===== src/verilog/task_file_pkg.sv =====
// task file constants shared by the device end, the host end and the link
// assumes a single 40 MHz core clock on both ends
// Behaviour
// - data port is 16-bit read/write after reset; the device ignores data writes
// - byte mode only after eight-bit set features
// - error register read-only, valid when not busy
// - diagnostic code lands in error register
// - request sense puts extended code in error
// - sector count zero means 256 sectors
// - sector number: start sector or lba 7:0
// - cylinder low: cylinder low or lba 15:8
// - cylinder high: cylinder high or lba 23:16
// - drive/head picks chs/lba, head or lba 27:24
// - status read-only, other bits invalid while busy
// - status read clears pending interrupt request
// - alternate status same, leaves interrupt alone
// - device control: interrupt enable and soft reset
// - host should not map legacy drive address; the host end blocks reads of it but still forwards writes
// - host loads parameters, then command when ready
// - identify word 59 reports block count one
// - identify words 60-61 give lba capacity
// - identify word 62 reads zero
// - identify word 63 reports multiword dma modes
// - identify word 64 reports pio modes 3 and 4
// - identify words 65-68 report 120 ns
// - identify word 53 marks words valid
package task_file_pkg;
   // task file register selects (cs1/cs0 style: bit 3 = control block)
   localparam logic [3:0] REG_DATA      = 4'h0;
   localparam logic [3:0] REG_ERROR     = 4'h1; // write: features
   localparam logic [3:0] REG_SECCNT    = 4'h2;
   localparam logic [3:0] REG_SECNUM    = 4'h3;
   localparam logic [3:0] REG_CYLLO     = 4'h4;
   localparam logic [3:0] REG_CYLHI     = 4'h5;
   localparam logic [3:0] REG_DRVHEAD   = 4'h6;
   localparam logic [3:0] REG_STATUS    = 4'h7; // write: command
   localparam logic [3:0] REG_ALTSTAT   = 4'he; // write: device control
   localparam logic [3:0] REG_DRVADDR   = 4'hf;
   // status bits
   localparam int ST_BSY  = 7;
   localparam int ST_DRDY = 6;
   localparam int ST_DRQ  = 3;
   localparam int ST_ERR  = 0;
   // device control bits, then the drive/head lba bit
   localparam int DC_NIEN = 1;
   localparam int DC_SRST = 2;
   localparam int DH_LBA  = 6;
   // commands and features
   localparam logic [7:0] CMD_DIAG     = 8'h90;
   localparam logic [7:0] CMD_SENSE    = 8'h03;
   localparam logic [7:0] CMD_IDENTIFY = 8'hec;
   localparam logic [7:0] CMD_SETFEAT  = 8'hef;
   localparam logic [7:0] FEAT_8BIT_ON  = 8'h01;
   localparam logic [7:0] FEAT_8BIT_OFF = 8'h81;
   localparam logic [7:0] DIAG_PASS    = 8'h01;
   localparam logic [7:0] SENSE_NONE   = 8'h00;
   localparam logic [7:0] ERR_ABORT    = 8'h04;
   localparam logic [7:0] STATUS_RESET = 8'h50;
   localparam logic [8:0] SECTORS_FULL = 9'h100;
   // identify words
   localparam logic [7:0]  ID_LAST_WORD = 8'hff;
   localparam logic [15:0] ID_W47  = 16'h0001;
   localparam logic [15:0] ID_W49  = 16'h0300;
   localparam logic [15:0] ID_W53  = 16'h0003;
   localparam logic [15:0] ID_W59  = 16'h0101;
   localparam logic [15:0] ID_W62  = 16'h0000;
   localparam logic [15:0] ID_W63  = 16'h0407;
   localparam logic [15:0] ID_W64  = 16'h0003;
   localparam logic [15:0] ID_CYC  = 16'h0078; // 120 ns
   localparam logic [15:0] ID_ZERO = 16'h0000;
   // host command port registers
   localparam logic [3:0] HOST_ADDR_TF   = 4'h0; // +reg select in bits 3:0
   localparam logic [7:0] HOST_CTRL      = 8'hf0; // not decoded anywhere in the host end
   localparam logic [7:0] HOST_STAT      = 8'hf4;
   localparam logic [7:0] HOST_RDATA     = 8'hf8;
endpackage


===== src/verilog/task_file_if.sv =====
// task file link between the device end and the host end
// assumes both ends share core_clk; the data bus is modelled as split lanes
`timescale 1ns/1ps
interface task_file_if;
   logic [3:0]  reg_sel;
   logic        rd_stb;
   logic        wr_stb;
   logic [15:0] wdata;
   logic [15:0] rdata;
   logic        irq;
   modport device (input reg_sel, input rd_stb, input wr_stb,
                   input wdata, output rdata, output irq);
   modport host   (output reg_sel, output rd_stb, output wr_stb,
                   output wdata, input rdata, input irq);
endinterface


===== src/verilog/identify_rom.sv =====
// identify parameter word table
// assumes capacity comes in as a parameter of the device
`timescale 1ns/1ps
module identify_rom #(
   parameter logic [31:0] LBA_SECTORS = 32'h0003_d090
) (
   // lookup
   input  wire logic [7:0]  word_idx,
   output logic      [15:0] word_val
);
   import task_file_pkg::*;
   // reserved and unlisted words read as zero; keys are word numbers
   always_comb begin
      case (word_idx)
         8'h2f:   word_val = ID_W47;
         8'h31:   word_val = ID_W49;
         8'h35:   word_val = ID_W53;
         8'h3b:   word_val = ID_W59;
         8'h3c:   word_val = LBA_SECTORS[15:0];
         8'h3d:   word_val = LBA_SECTORS[31:16];
         8'h3e:   word_val = ID_W62;
         8'h3f:   word_val = ID_W63;
         8'h40:   word_val = ID_W64;
         8'h41,
         8'h42,
         8'h43,
         8'h44:   word_val = ID_CYC;
         default: word_val = ID_ZERO;
      endcase
   end
endmodule


===== src/verilog/task_file_device.sv =====
// device end of the task file: registers, status, identify stream
// assumes the host strobes are one cycle and synchronous to core_clk
`timescale 1ns/1ps
module task_file_device #(
   parameter logic [31:0] LBA_SECTORS = 32'h0003_d090
) (
   // clock and reset
   input  wire logic        core_clk,
   input  wire logic        rst,
   // link
   task_file_if.device      tf,
   // user side
   output logic             byte_mode_q,
   output logic [8:0]       xfer_sectors_q,
   output logic             lba_mode_q,
   output logic [27:0]      start_addr_q,
   output logic             cmd_pulse_q,
   output logic [7:0]       cmd_code_q
);
   import task_file_pkg::*;
   logic [7:0]  features_q, seccnt_q, secnum_q, cyllo_q, cylhi_q;
   logic [7:0]  drvhead_q, status_q, error_q, devctl_q;
   logic        irq_pend_q, id_active_q, byte_hi_q;
   logic [7:0]  id_idx_q;
   logic [15:0] id_word, rdata_d;
   logic        rd, wr, srst;

   assign rd   = tf.rd_stb;
   assign wr   = tf.wr_stb;
   assign srst = devctl_q[DC_SRST];

   identify_rom #(.LBA_SECTORS(LBA_SECTORS)) u_rom (
      .word_idx (id_idx_q),
      .word_val (id_word)
   );

   // parameter registers; soft reset does not clear them
   always_ff @(posedge core_clk or posedge rst) begin
      if (rst) begin
         features_q <= 8'h00;
         seccnt_q   <= 8'h01;
         secnum_q   <= 8'h01;
         cyllo_q    <= 8'h00;
         cylhi_q    <= 8'h00;
         drvhead_q  <= 8'h00;
         devctl_q   <= 8'h00;
      end else if (wr) begin
         if (tf.reg_sel == REG_ERROR) features_q <= tf.wdata[7:0];
         else if (tf.reg_sel == REG_SECCNT) seccnt_q <= tf.wdata[7:0];
         else if (tf.reg_sel == REG_SECNUM) secnum_q <= tf.wdata[7:0];
         else if (tf.reg_sel == REG_CYLLO) cyllo_q <= tf.wdata[7:0];
         else if (tf.reg_sel == REG_CYLHI) cylhi_q <= tf.wdata[7:0];
         else if (tf.reg_sel == REG_DRVHEAD) drvhead_q <= tf.wdata[7:0];
         else if (tf.reg_sel == REG_ALTSTAT) devctl_q <= tf.wdata[7:0];
      end
   end

   // decoded address and count for the media side
   always_ff @(posedge core_clk or posedge rst) begin
      if (rst) begin
         xfer_sectors_q <= SECTORS_FULL;
         lba_mode_q     <= 1'b0;
         start_addr_q   <= 28'h0;
      end else begin
         xfer_sectors_q <= (seccnt_q == 8'h00) ? SECTORS_FULL
                           : {1'b0, seccnt_q};
         lba_mode_q     <= drvhead_q[DH_LBA];
         // chs: head, cylinder high, cylinder low, sector
         start_addr_q   <= {drvhead_q[3:0], cylhi_q, cyllo_q,
                            secnum_q};
      end
   end

   // command execution: one cycle per command; identify then holds drq for its data
   always_ff @(posedge core_clk or posedge rst) begin
      if (rst) begin
         status_q    <= STATUS_RESET;
         error_q     <= DIAG_PASS;
         byte_mode_q <= 1'b0;
         cmd_pulse_q <= 1'b0;
         cmd_code_q  <= 8'h00;
         id_active_q <= 1'b0;
      end else if (srst) begin
         // soft reset holds the device busy until released
         status_q    <= 8'h80;
         error_q     <= DIAG_PASS;
         byte_mode_q <= 1'b0;
         cmd_pulse_q <= 1'b0;
         id_active_q <= 1'b0;
      end else begin
         cmd_pulse_q <= 1'b0;
         if (status_q[ST_BSY]) status_q <= STATUS_RESET;
         if (wr && tf.reg_sel == REG_STATUS) begin
            cmd_pulse_q <= 1'b1;
            cmd_code_q  <= tf.wdata[7:0];
            status_q    <= STATUS_RESET;
            id_active_q <= 1'b0;
            if (tf.wdata[7:0] == CMD_DIAG) begin
               error_q <= DIAG_PASS;
            end else if (tf.wdata[7:0] == CMD_SENSE) begin
               error_q <= SENSE_NONE;
            end else if (tf.wdata[7:0] == CMD_IDENTIFY) begin
               error_q     <= 8'h00;
               id_active_q <= 1'b1;
               status_q[ST_DRQ] <= 1'b1;
            end else if (tf.wdata[7:0] == CMD_SETFEAT) begin
               error_q <= 8'h00;
               if (features_q == FEAT_8BIT_ON) byte_mode_q <= 1'b1;
               else if (features_q == FEAT_8BIT_OFF) byte_mode_q <= 1'b0;
            end else begin
               error_q <= 8'h00;
            end
         end else if (id_active_q && rd && tf.reg_sel == REG_DATA &&
                      id_idx_q == ID_LAST_WORD &&
                      (!byte_mode_q || byte_hi_q)) begin
            id_active_q      <= 1'b0;
            status_q[ST_DRQ] <= 1'b0;
         end
      end
   end

   // identify word pointer; byte mode takes two reads per word
   always_ff @(posedge core_clk or posedge rst) begin
      if (rst) begin
         id_idx_q  <= 8'h00;
         byte_hi_q <= 1'b0;
      end else if (wr && tf.reg_sel == REG_STATUS) begin
         id_idx_q  <= 8'h00;
         byte_hi_q <= 1'b0;
      end else if (id_active_q && rd && tf.reg_sel == REG_DATA) begin
         if (byte_mode_q && !byte_hi_q) begin
            byte_hi_q <= 1'b1;
         end else begin
            byte_hi_q <= 1'b0;
            id_idx_q  <= id_idx_q + 8'h01;
         end
      end
   end

   // interrupt: raised on command completion, cleared by status read
   always_ff @(posedge core_clk or posedge rst) begin
      if (rst) begin
         irq_pend_q <= 1'b0;
      end else if (wr && tf.reg_sel == REG_STATUS) begin
         irq_pend_q <= 1'b1;     // set wins over a same-cycle clear
      end else if (rd && tf.reg_sel == REG_STATUS) begin
         irq_pend_q <= 1'b0;
      end
   end

   always_ff @(posedge core_clk or posedge rst) begin
      if (rst) tf.irq <= 1'b0;
      else     tf.irq <= irq_pend_q & ~devctl_q[DC_NIEN];
   end

   // read data stands in the cycle after the strobe
   always_comb begin
      rdata_d = 16'h0000;
      if (tf.reg_sel == REG_DATA) begin
         if (!id_active_q) rdata_d = 16'h0000;
         else if (!byte_mode_q) rdata_d = id_word;
         else if (byte_hi_q) rdata_d = {8'h00, id_word[15:8]};
         else rdata_d = {8'h00, id_word[7:0]};
      end
      else if (tf.reg_sel == REG_ERROR) rdata_d = {8'h00, error_q};
      else if (tf.reg_sel == REG_SECCNT) rdata_d = {8'h00, seccnt_q};
      else if (tf.reg_sel == REG_SECNUM) rdata_d = {8'h00, secnum_q};
      else if (tf.reg_sel == REG_CYLLO) rdata_d = {8'h00, cyllo_q};
      else if (tf.reg_sel == REG_CYLHI) rdata_d = {8'h00, cylhi_q};
      else if (tf.reg_sel == REG_DRVHEAD) rdata_d = {8'h00, drvhead_q};
      else if (tf.reg_sel == REG_STATUS ||
               tf.reg_sel == REG_ALTSTAT)
         rdata_d = {8'h00, status_q};
      else if (tf.reg_sel == REG_DRVADDR)
         rdata_d = {8'h00, 1'b1, 1'b1, ~drvhead_q[3:0], 2'b10};
   end

   always_ff @(posedge core_clk or posedge rst) begin
      if (rst)     tf.rdata <= 16'h0000;
      else if (rd) tf.rdata <= rdata_d;
   end
endmodule


===== src/flat_wrapper.sv =====
// flat-port wrapper written by rule: the top's interface ports become plain ports
module task_file_device_flat import task_file_pkg::*;
#(
   parameter logic [31:0] LBA_SECTORS = 32'h0003_d090
)
  (core_clk, rst, byte_mode_q, xfer_sectors_q, lba_mode_q, start_addr_q, cmd_pulse_q, cmd_code_q, tf_reg_sel, tf_rd_stb, tf_wr_stb, tf_wdata, tf_rdata, tf_irq);
  task_file_if tf_i ();
  input  wire logic core_clk;
  input  wire logic rst;
  output logic byte_mode_q;
  output logic [8:0] xfer_sectors_q;
  output logic lba_mode_q;
  output logic [27:0] start_addr_q;
  output logic cmd_pulse_q;
  output logic [7:0] cmd_code_q;
  input wire logic [$bits(tf_i.reg_sel)-1:0] tf_reg_sel;
  input wire logic [$bits(tf_i.rd_stb)-1:0] tf_rd_stb;
  input wire logic [$bits(tf_i.wr_stb)-1:0] tf_wr_stb;
  input wire logic [$bits(tf_i.wdata)-1:0] tf_wdata;
  output wire logic [$bits(tf_i.rdata)-1:0] tf_rdata;
  output wire logic [$bits(tf_i.irq)-1:0] tf_irq;
  assign tf_i.reg_sel = tf_reg_sel;
  assign tf_i.rd_stb = tf_rd_stb;
  assign tf_i.wr_stb = tf_wr_stb;
  assign tf_i.wdata = tf_wdata;
  assign tf_rdata = tf_i.rdata;
  assign tf_irq = tf_i.irq;
  task_file_device #(.LBA_SECTORS(LBA_SECTORS)) u_core (.core_clk(core_clk), .rst(rst), .tf(tf_i), .byte_mode_q(byte_mode_q), .xfer_sectors_q(xfer_sectors_q), .lba_mode_q(lba_mode_q), .start_addr_q(start_addr_q), .cmd_pulse_q(cmd_pulse_q), .cmd_code_q(cmd_code_q));
endmodule

===== config.mk =====
export PLATFORM = sky130hd
export DESIGN_NAME = task_file_device_flat
export DESIGN_NICKNAME = d
export VERILOG_FILES = /design/src/verilog/task_file_pkg.sv /design/src/verilog/task_file_if.sv /design/src/verilog/identify_rom.sv /design/src/verilog/task_file_device.sv /design/src/flat_wrapper.sv
export SDC_FILE = /design/constraint.sdc
export NUM_CORES = 1
export LEC_CHECK = 0
export BUFFER_PORTS_ARGS = -buffer_cell sky130_fd_sc_hd__buf_2
export CORE_MARGIN = 2
export CORE_UTILIZATION = 56
export CTS_CLUSTER_DIAMETER = 150
export DETAILED_ROUTE_END_ITERATION = 10
export PLACE_DENSITY = 0.79
export REMOVE_ABC_BUFFERS = 1
export SYNTH_ARGS = -nofsm -noshare
export SYNTH_HDL_FRONTEND = slang
export SYNTH_SLANG_ARGS = --single-unit

===== constraint.sdc =====
create_clock -name core_clk -period 6.3 [get_ports core_clk]
set_clock_uncertainty 0.15 [all_clocks]
set_input_delay 1.575 -clock core_clk [delete_from_list [all_inputs] [get_ports core_clk]]
set_output_delay 1.575 -clock core_clk [all_outputs]
set_load 0.01 [all_outputs]

---- Word-level counts from Yosys, hierarchy flattened ----
Cells that the tools add are included.
word-level totals
  register bits ........................... 143
  latch bits .............................. 0
  RAM bits ................................ 0
  ROM bits ................................ 0
  input port bits ......................... 24
  output and inout bits ................... 65
  word-level logic and storage cells ...... 146
  memories ................................ 0
cells by class
  $add $sub $neg .......................... 1
  $mul .................................... 0
  div/mod/pow operators ................... 0
  order comparisons ....................... 0
  equality and inequality tests ........... 32
  shift operators ......................... 0
  mux-type cells .......................... 47
  bitwise gates (word level) .............. 10
  reductions and logical operators ........ 33
operator list
  kind                                            count
  2-to-1 mux 16 bit                               10
  case mux 16 bit (7 select lines)                1
  2-to-1 mux 8 bit                                8
  == test 8 x 6 -> 1 bit (second input constant)  7
  == test 8 x 7 -> 1 bit (second input constant)  5
  == test 8 bit (second input constant)           5
  2-to-1 mux 1 bit                                24
  == test 4 x 3 -> 1 bit (second input constant)  4
  AND reduction 6 bit                             2
  2-to-1 mux 9 bit                                1
  nonzero test 3 bit                              3
  adder 8 x 1 -> 8 bit (second input constant)    1
  == test 4 x 2 -> 1 bit (second input constant)  2
  == test 4 bit (second input constant)           2
  == test 8 x 1 -> 1 bit (second input constant)  1
  == test 8 x 2 -> 1 bit (second input constant)  1
  zero test 8 bit                                 1
  != test 2 x 1 -> 1 bit (second input constant)  4
  NOT 1 bit                                       8
  AND reduction 8 bit                             1
  nonzero test 2 bit                              4
  logical AND 1 bit                               7
  2-to-1 mux 7 bit                                1
  AND reduction 7 bit                             1
  other kinds (14)                                19

---- Logic depth before layout (Yosys ltp) ----
  word-level depth ........................ 10
  gate-level depth with buffers ........... 7
  depth with buffers taken out ............ 7

---- Cells and area by module ----
A second synthesis with hierarchy kept.
unflattened totals
  cells, all modules ...................... 480
  area total of the unflattened synthesis .. 5809.3 um2
by module, submodules not included
  module            times used  cells an instance  area an instance (um2)  seq. area each (um2)
  task_file_device  1           443                5532.8                  3259.4
  identify_rom      1           37                 276.5                   0.0

---- Worst setup path before layout ----
OpenSTA, ideal clock, no wires.
  kind .................................... input to register
  from .................................... in tf_reg_sel[1]
  to ...................................... reg u_core.id_idx_q[5]
  setup time .............................. 78 ps
  arrival ................................. 2776 ps
  data required time ...................... 6072 ps
  path slack .............................. 3296 ps
  cell stages on the path ................. 7
  path buffers ............................ 2
  cell sequence ........................... buf_4 nor3b_4 and4b_1 buf_6 nand2_2 or3_1 a21oi_1
on the way
  longest elaborated chain between the ends .. 4
  elaborated cells between the ends (all ways) .. 8
  those cells by class .................... eq/ne (2); mux (1); reduce/logical (5)
RTL lines
  item                                                                           line                                              RTL
  start: declaration                                                             flat_wrapper.sv:16                                input wire logic [$bits(tf_i.reg_sel)-1:0] tf_reg_sel;
  == test 4 x 3 -> 1 bit / zero test 4 bit (equally long branches)               task_file_device.sv:127, task_file_device.sv:130
  logical AND 1 bit (on tied branches)                                           task_file_device.sv:127, task_file_device.sv:130
  != test 2 x 1 -> 1 bit (no line) / nonzero test 2 bit (equally long branches)  -
  AND reduction 2 bit (no line)                                                  -
  end signal: assignment                                                         task_file_device.sv:135                           id_idx_q <= id_idx_q + 8'h01;
  end: declaration                                                               task_file_device.sv:24                            logic [7:0] id_idx_q;
Parallel ways exist; a longest one is shown, timed or not.
A chain may end at the register's enable or synchronous reset.

---- Worst setup path after layout ----
  from .................................... in tf_reg_sel[0]
  to ...................................... reg u_core.cylhi_q[4]
on the way
  longest elaborated chain between the ends .. 3
  elaborated cells between the ends (all ways) .. 10
  those cells by class .................... eq/ne (5); bitwise (4); reduce/logical (1)
RTL lines
  item                                                  line                    RTL
  == test 4 x 1 -> 1 bit, or another cell as far along  task_file_device.sv:48  if (tf.reg_sel == REG_ERROR) features_q <= tf.wdata[7:0];
  NOT 1 bit (no line)                                   -
  AND reduction 6 bit (no line) *                       -
  end signal: assignment                                task_file_device.sv:52  else if (tf.reg_sel == REG_CYLHI) cylhi_q <= tf.wdata[7:0];
  end: declaration                                      task_file_device.sv:21  logic [7:0] features_q, seccnt_q, secnum_q, cyllo_q, cylhi_q;
Every way passes the cells marked *; elsewhere a longest branch is shown, timed or not.

==> flow_summary.yaml <==
die:
  chipWidth_um: 102.7
  die_y_um: 102.7
  coreArea_um2: 9594
  initial_core_util_pct: 56.83
  dieArea_um2: 10540
  pin_count: 89
  rows: 36
setup_path:
  required_ps: 6560
  crit_path_start: "tf_reg_sel[0]"
  cp.arrival_ps: 3610
  worstReg2RegStart: "u_core.id_idx_q[0]"
  end_kind: "flop"
  crit_type: "primary input to flop"
  crit_fanout: 38
  critPathLaunchType: "primary input"
synthesis:
  ys.warnings.count: 0
  yosysUniqueCellTypes: 61
  synth_top_area_share_pct: 55.53
  synth.area.top_cells: "dfrtp_1 (56%), mux2_2 (12%), dfstp_2 (2.4%), o21ai_0 (2.0%), nand2_1 (1.9%)"
  ys.flop_type: "dfrtp_1"
  syn_inst: 454
  synth.avg_cell_area_um2: 12.01
  yosysMostFrequentCell: "dfrtp_1"
  synth_edf_count: 0
  syn_area_um2: 5453
  yosysSeqAreaShare_pct: 57.94
  async_flop_share_pct: 100.0
  synth.largest_area_cell: "dfrtp_1"
  synth.top_cells.by_count: "dfrtp_1 (121), mux2_2 (59), nand2_1 (27), nor2_1 (27), clkbuf_1 (23)"
  synth-seq-cells: 126
finish:
  largest-register: "u_core.start_addr_q"
  top_regs: "u_core.start_addr_q x28, u_core.tf.rdata x12, u_core.xfer_sectors_q x9"
  diodes: 0
  fin_cells: 660
  final_util_pct: 66.47
  area_growth_pct: 16.96
  seq_area_um2: 3159
  nets: 543
  largest_reg_flops: 28
  drive_gt1_share_pct: 35.86
  multi_input_area_um2: 2057
  fillCellCount: 712
min_path:
  min_from: "u_core.cylhi_q[1]"
  hold_class: "flop to flop"
global_routing:
  grt_pass1_wl_um: 19200
  grt_usage_pct: 24.86
  grt_max_degree: 68
  grt_overflow: 0
  antenna_found_initial: 0
  grt_pass1_vias: 3692
detailed_routing:
  dr.pass1.iters: 5
  wl_per_cell_um: 18.75
  vias_per_cell: 5.773
  vias: 3810
  drc_errors: 0
  maxUsedRoutingLayer: "met4"
  wl_met2_um: 6241
  met1_length_um: 5239
  wirelength_um: 12380
  dr_wl_met3_um: 628
  detail-route-antenna-nets: 0
  first_iter_violations: 347
sta:
  worst_pin_slew_ps: 882.2
  achievable-frequency_ghz: 0.2982
  hold_viol: 0
  setup_violations: 0
  maxSlewHeadroom_pct: 40.86
  period_share_pct: 53.22
  drv_slew: 0
  setup_tns_ps: 0
  min_period_ps: 3353
  rsz0062_at_grt: "false"
place:
  dp.cells: 629
  place_congestion: 0.9203
  port_buffers: 78
  hpwlAfterDp_um: 7853
power_and_ir_drop:
  ir_drop_v: 0.0001814
  power_per_cell_area_nw_per_um2: 361.9
  leakagePower_uw: 0.002952
  total_power_uw: 2308
clock_tree:
  cts_resized: 0
  cts_tree: "done"
  cts_root_buffer: "clkbuf_8"
  cts_sinks: 126
  clk_path_buf_depth: 2
  clock_latency_ps: 520
  htreeDepth: 4
  clk_pin_slew_worst_paths_ps: 60
  ctsHoldBuffers: 0
  cts_setup_buffers: 0
  cts_made_buffers: 17
outcome:
  status: "finished clean"
run:
  drv_cap: 0
final cells by class:
type	instances	area share, %
Clock buffer	21	7.200
Clock inverter	10	1.413
Inverter	12	0.7455
Multi-Input combinational cell	279	32.25
Sequential cell	126	49.54
Tap cell	133	2.609
Timing Repair Buffer	79	6.239
cells by family (layout without fill, tap and decap cells):
family                     Yosys count  after routing  synth area share, %
AOI/OAI and AO/OA                   80             80                9.500
xor gates and xnor gates             6              6               0.9637
adders and majority gates            4              4               0.9179
buffers and inverters               50            122                4.405
DFF                                126            126                57.94
muxes                               63             63                12.92
other                                1              2              0.06877
and+or+nand+nor                    124            124                13.29
final timing paths:
kind                                                 to  slack (ps)  cells past startpoint
worst min-delay path            u_core.start_addr_q[17]         250                      0
max in group asynchronous            u_core.secnum_q[7]        3680                      3
worst min register to register  u_core.start_addr_q[17]         250                      0
min in group asynchronous           u_core.tf.rdata[10]        1050                      2
worst max register to register       u_core.tf.rdata[6]        4200                      6
worst max-delay path                  u_core.cylhi_q[4]        2950                      4
routing by layer:
layer | GRT usage [%] | up-vias
met5 | 0 | -
met4 | 10.97 | 0
met3 | 5.831 | 24
met2 | 39.92 | 149
met1 | 32.50 | 1901
li1 | - | 1736
per-stage QoR:
stage / area [µm²] / hold slack, ps / setup WS, ps
2_1_floorplan: 5261 / 203.7 / 1227
3_3_place_gp: 5828 / 217.1 / 2595
3_5_place_dp: 5828 / 236.3 / 2540
4_1_cts: 6377 / 249.4 / 3054
5_1_grt: 6377 / 255.8 / 2925
6_report: 6377 / 247.1 / 2947
report_power, final:
| group | switching (µW) | internal [µW] | total, µW |
|---|---|---|---|
| Combinational | 177 | 162 | 339 |
| Sequential | 102 | 973 | 1080 |
| Clock | 344 | 549 | 894 |
| Total | 624 | 1680 | 2310 |
critical path, cell delays in order:
cell and delay [ps]:
buf_2 520, inv_1 280, nor3_2 790, mux2_2 430
cells in the final DEF (no fill, tap or decap), drive strengths merged, types with 9 or more instances in the layout:
master / instances
a31oi: 9
o21ai: 22
nor2: 30
a21oi: 15
nand3: 12
nand4: 9
inv: 12
mux2: 59
nand2: 28
buf: 79
clkbuf: 21
dfrtp: 121
Power figures use the tool's default switching activity.
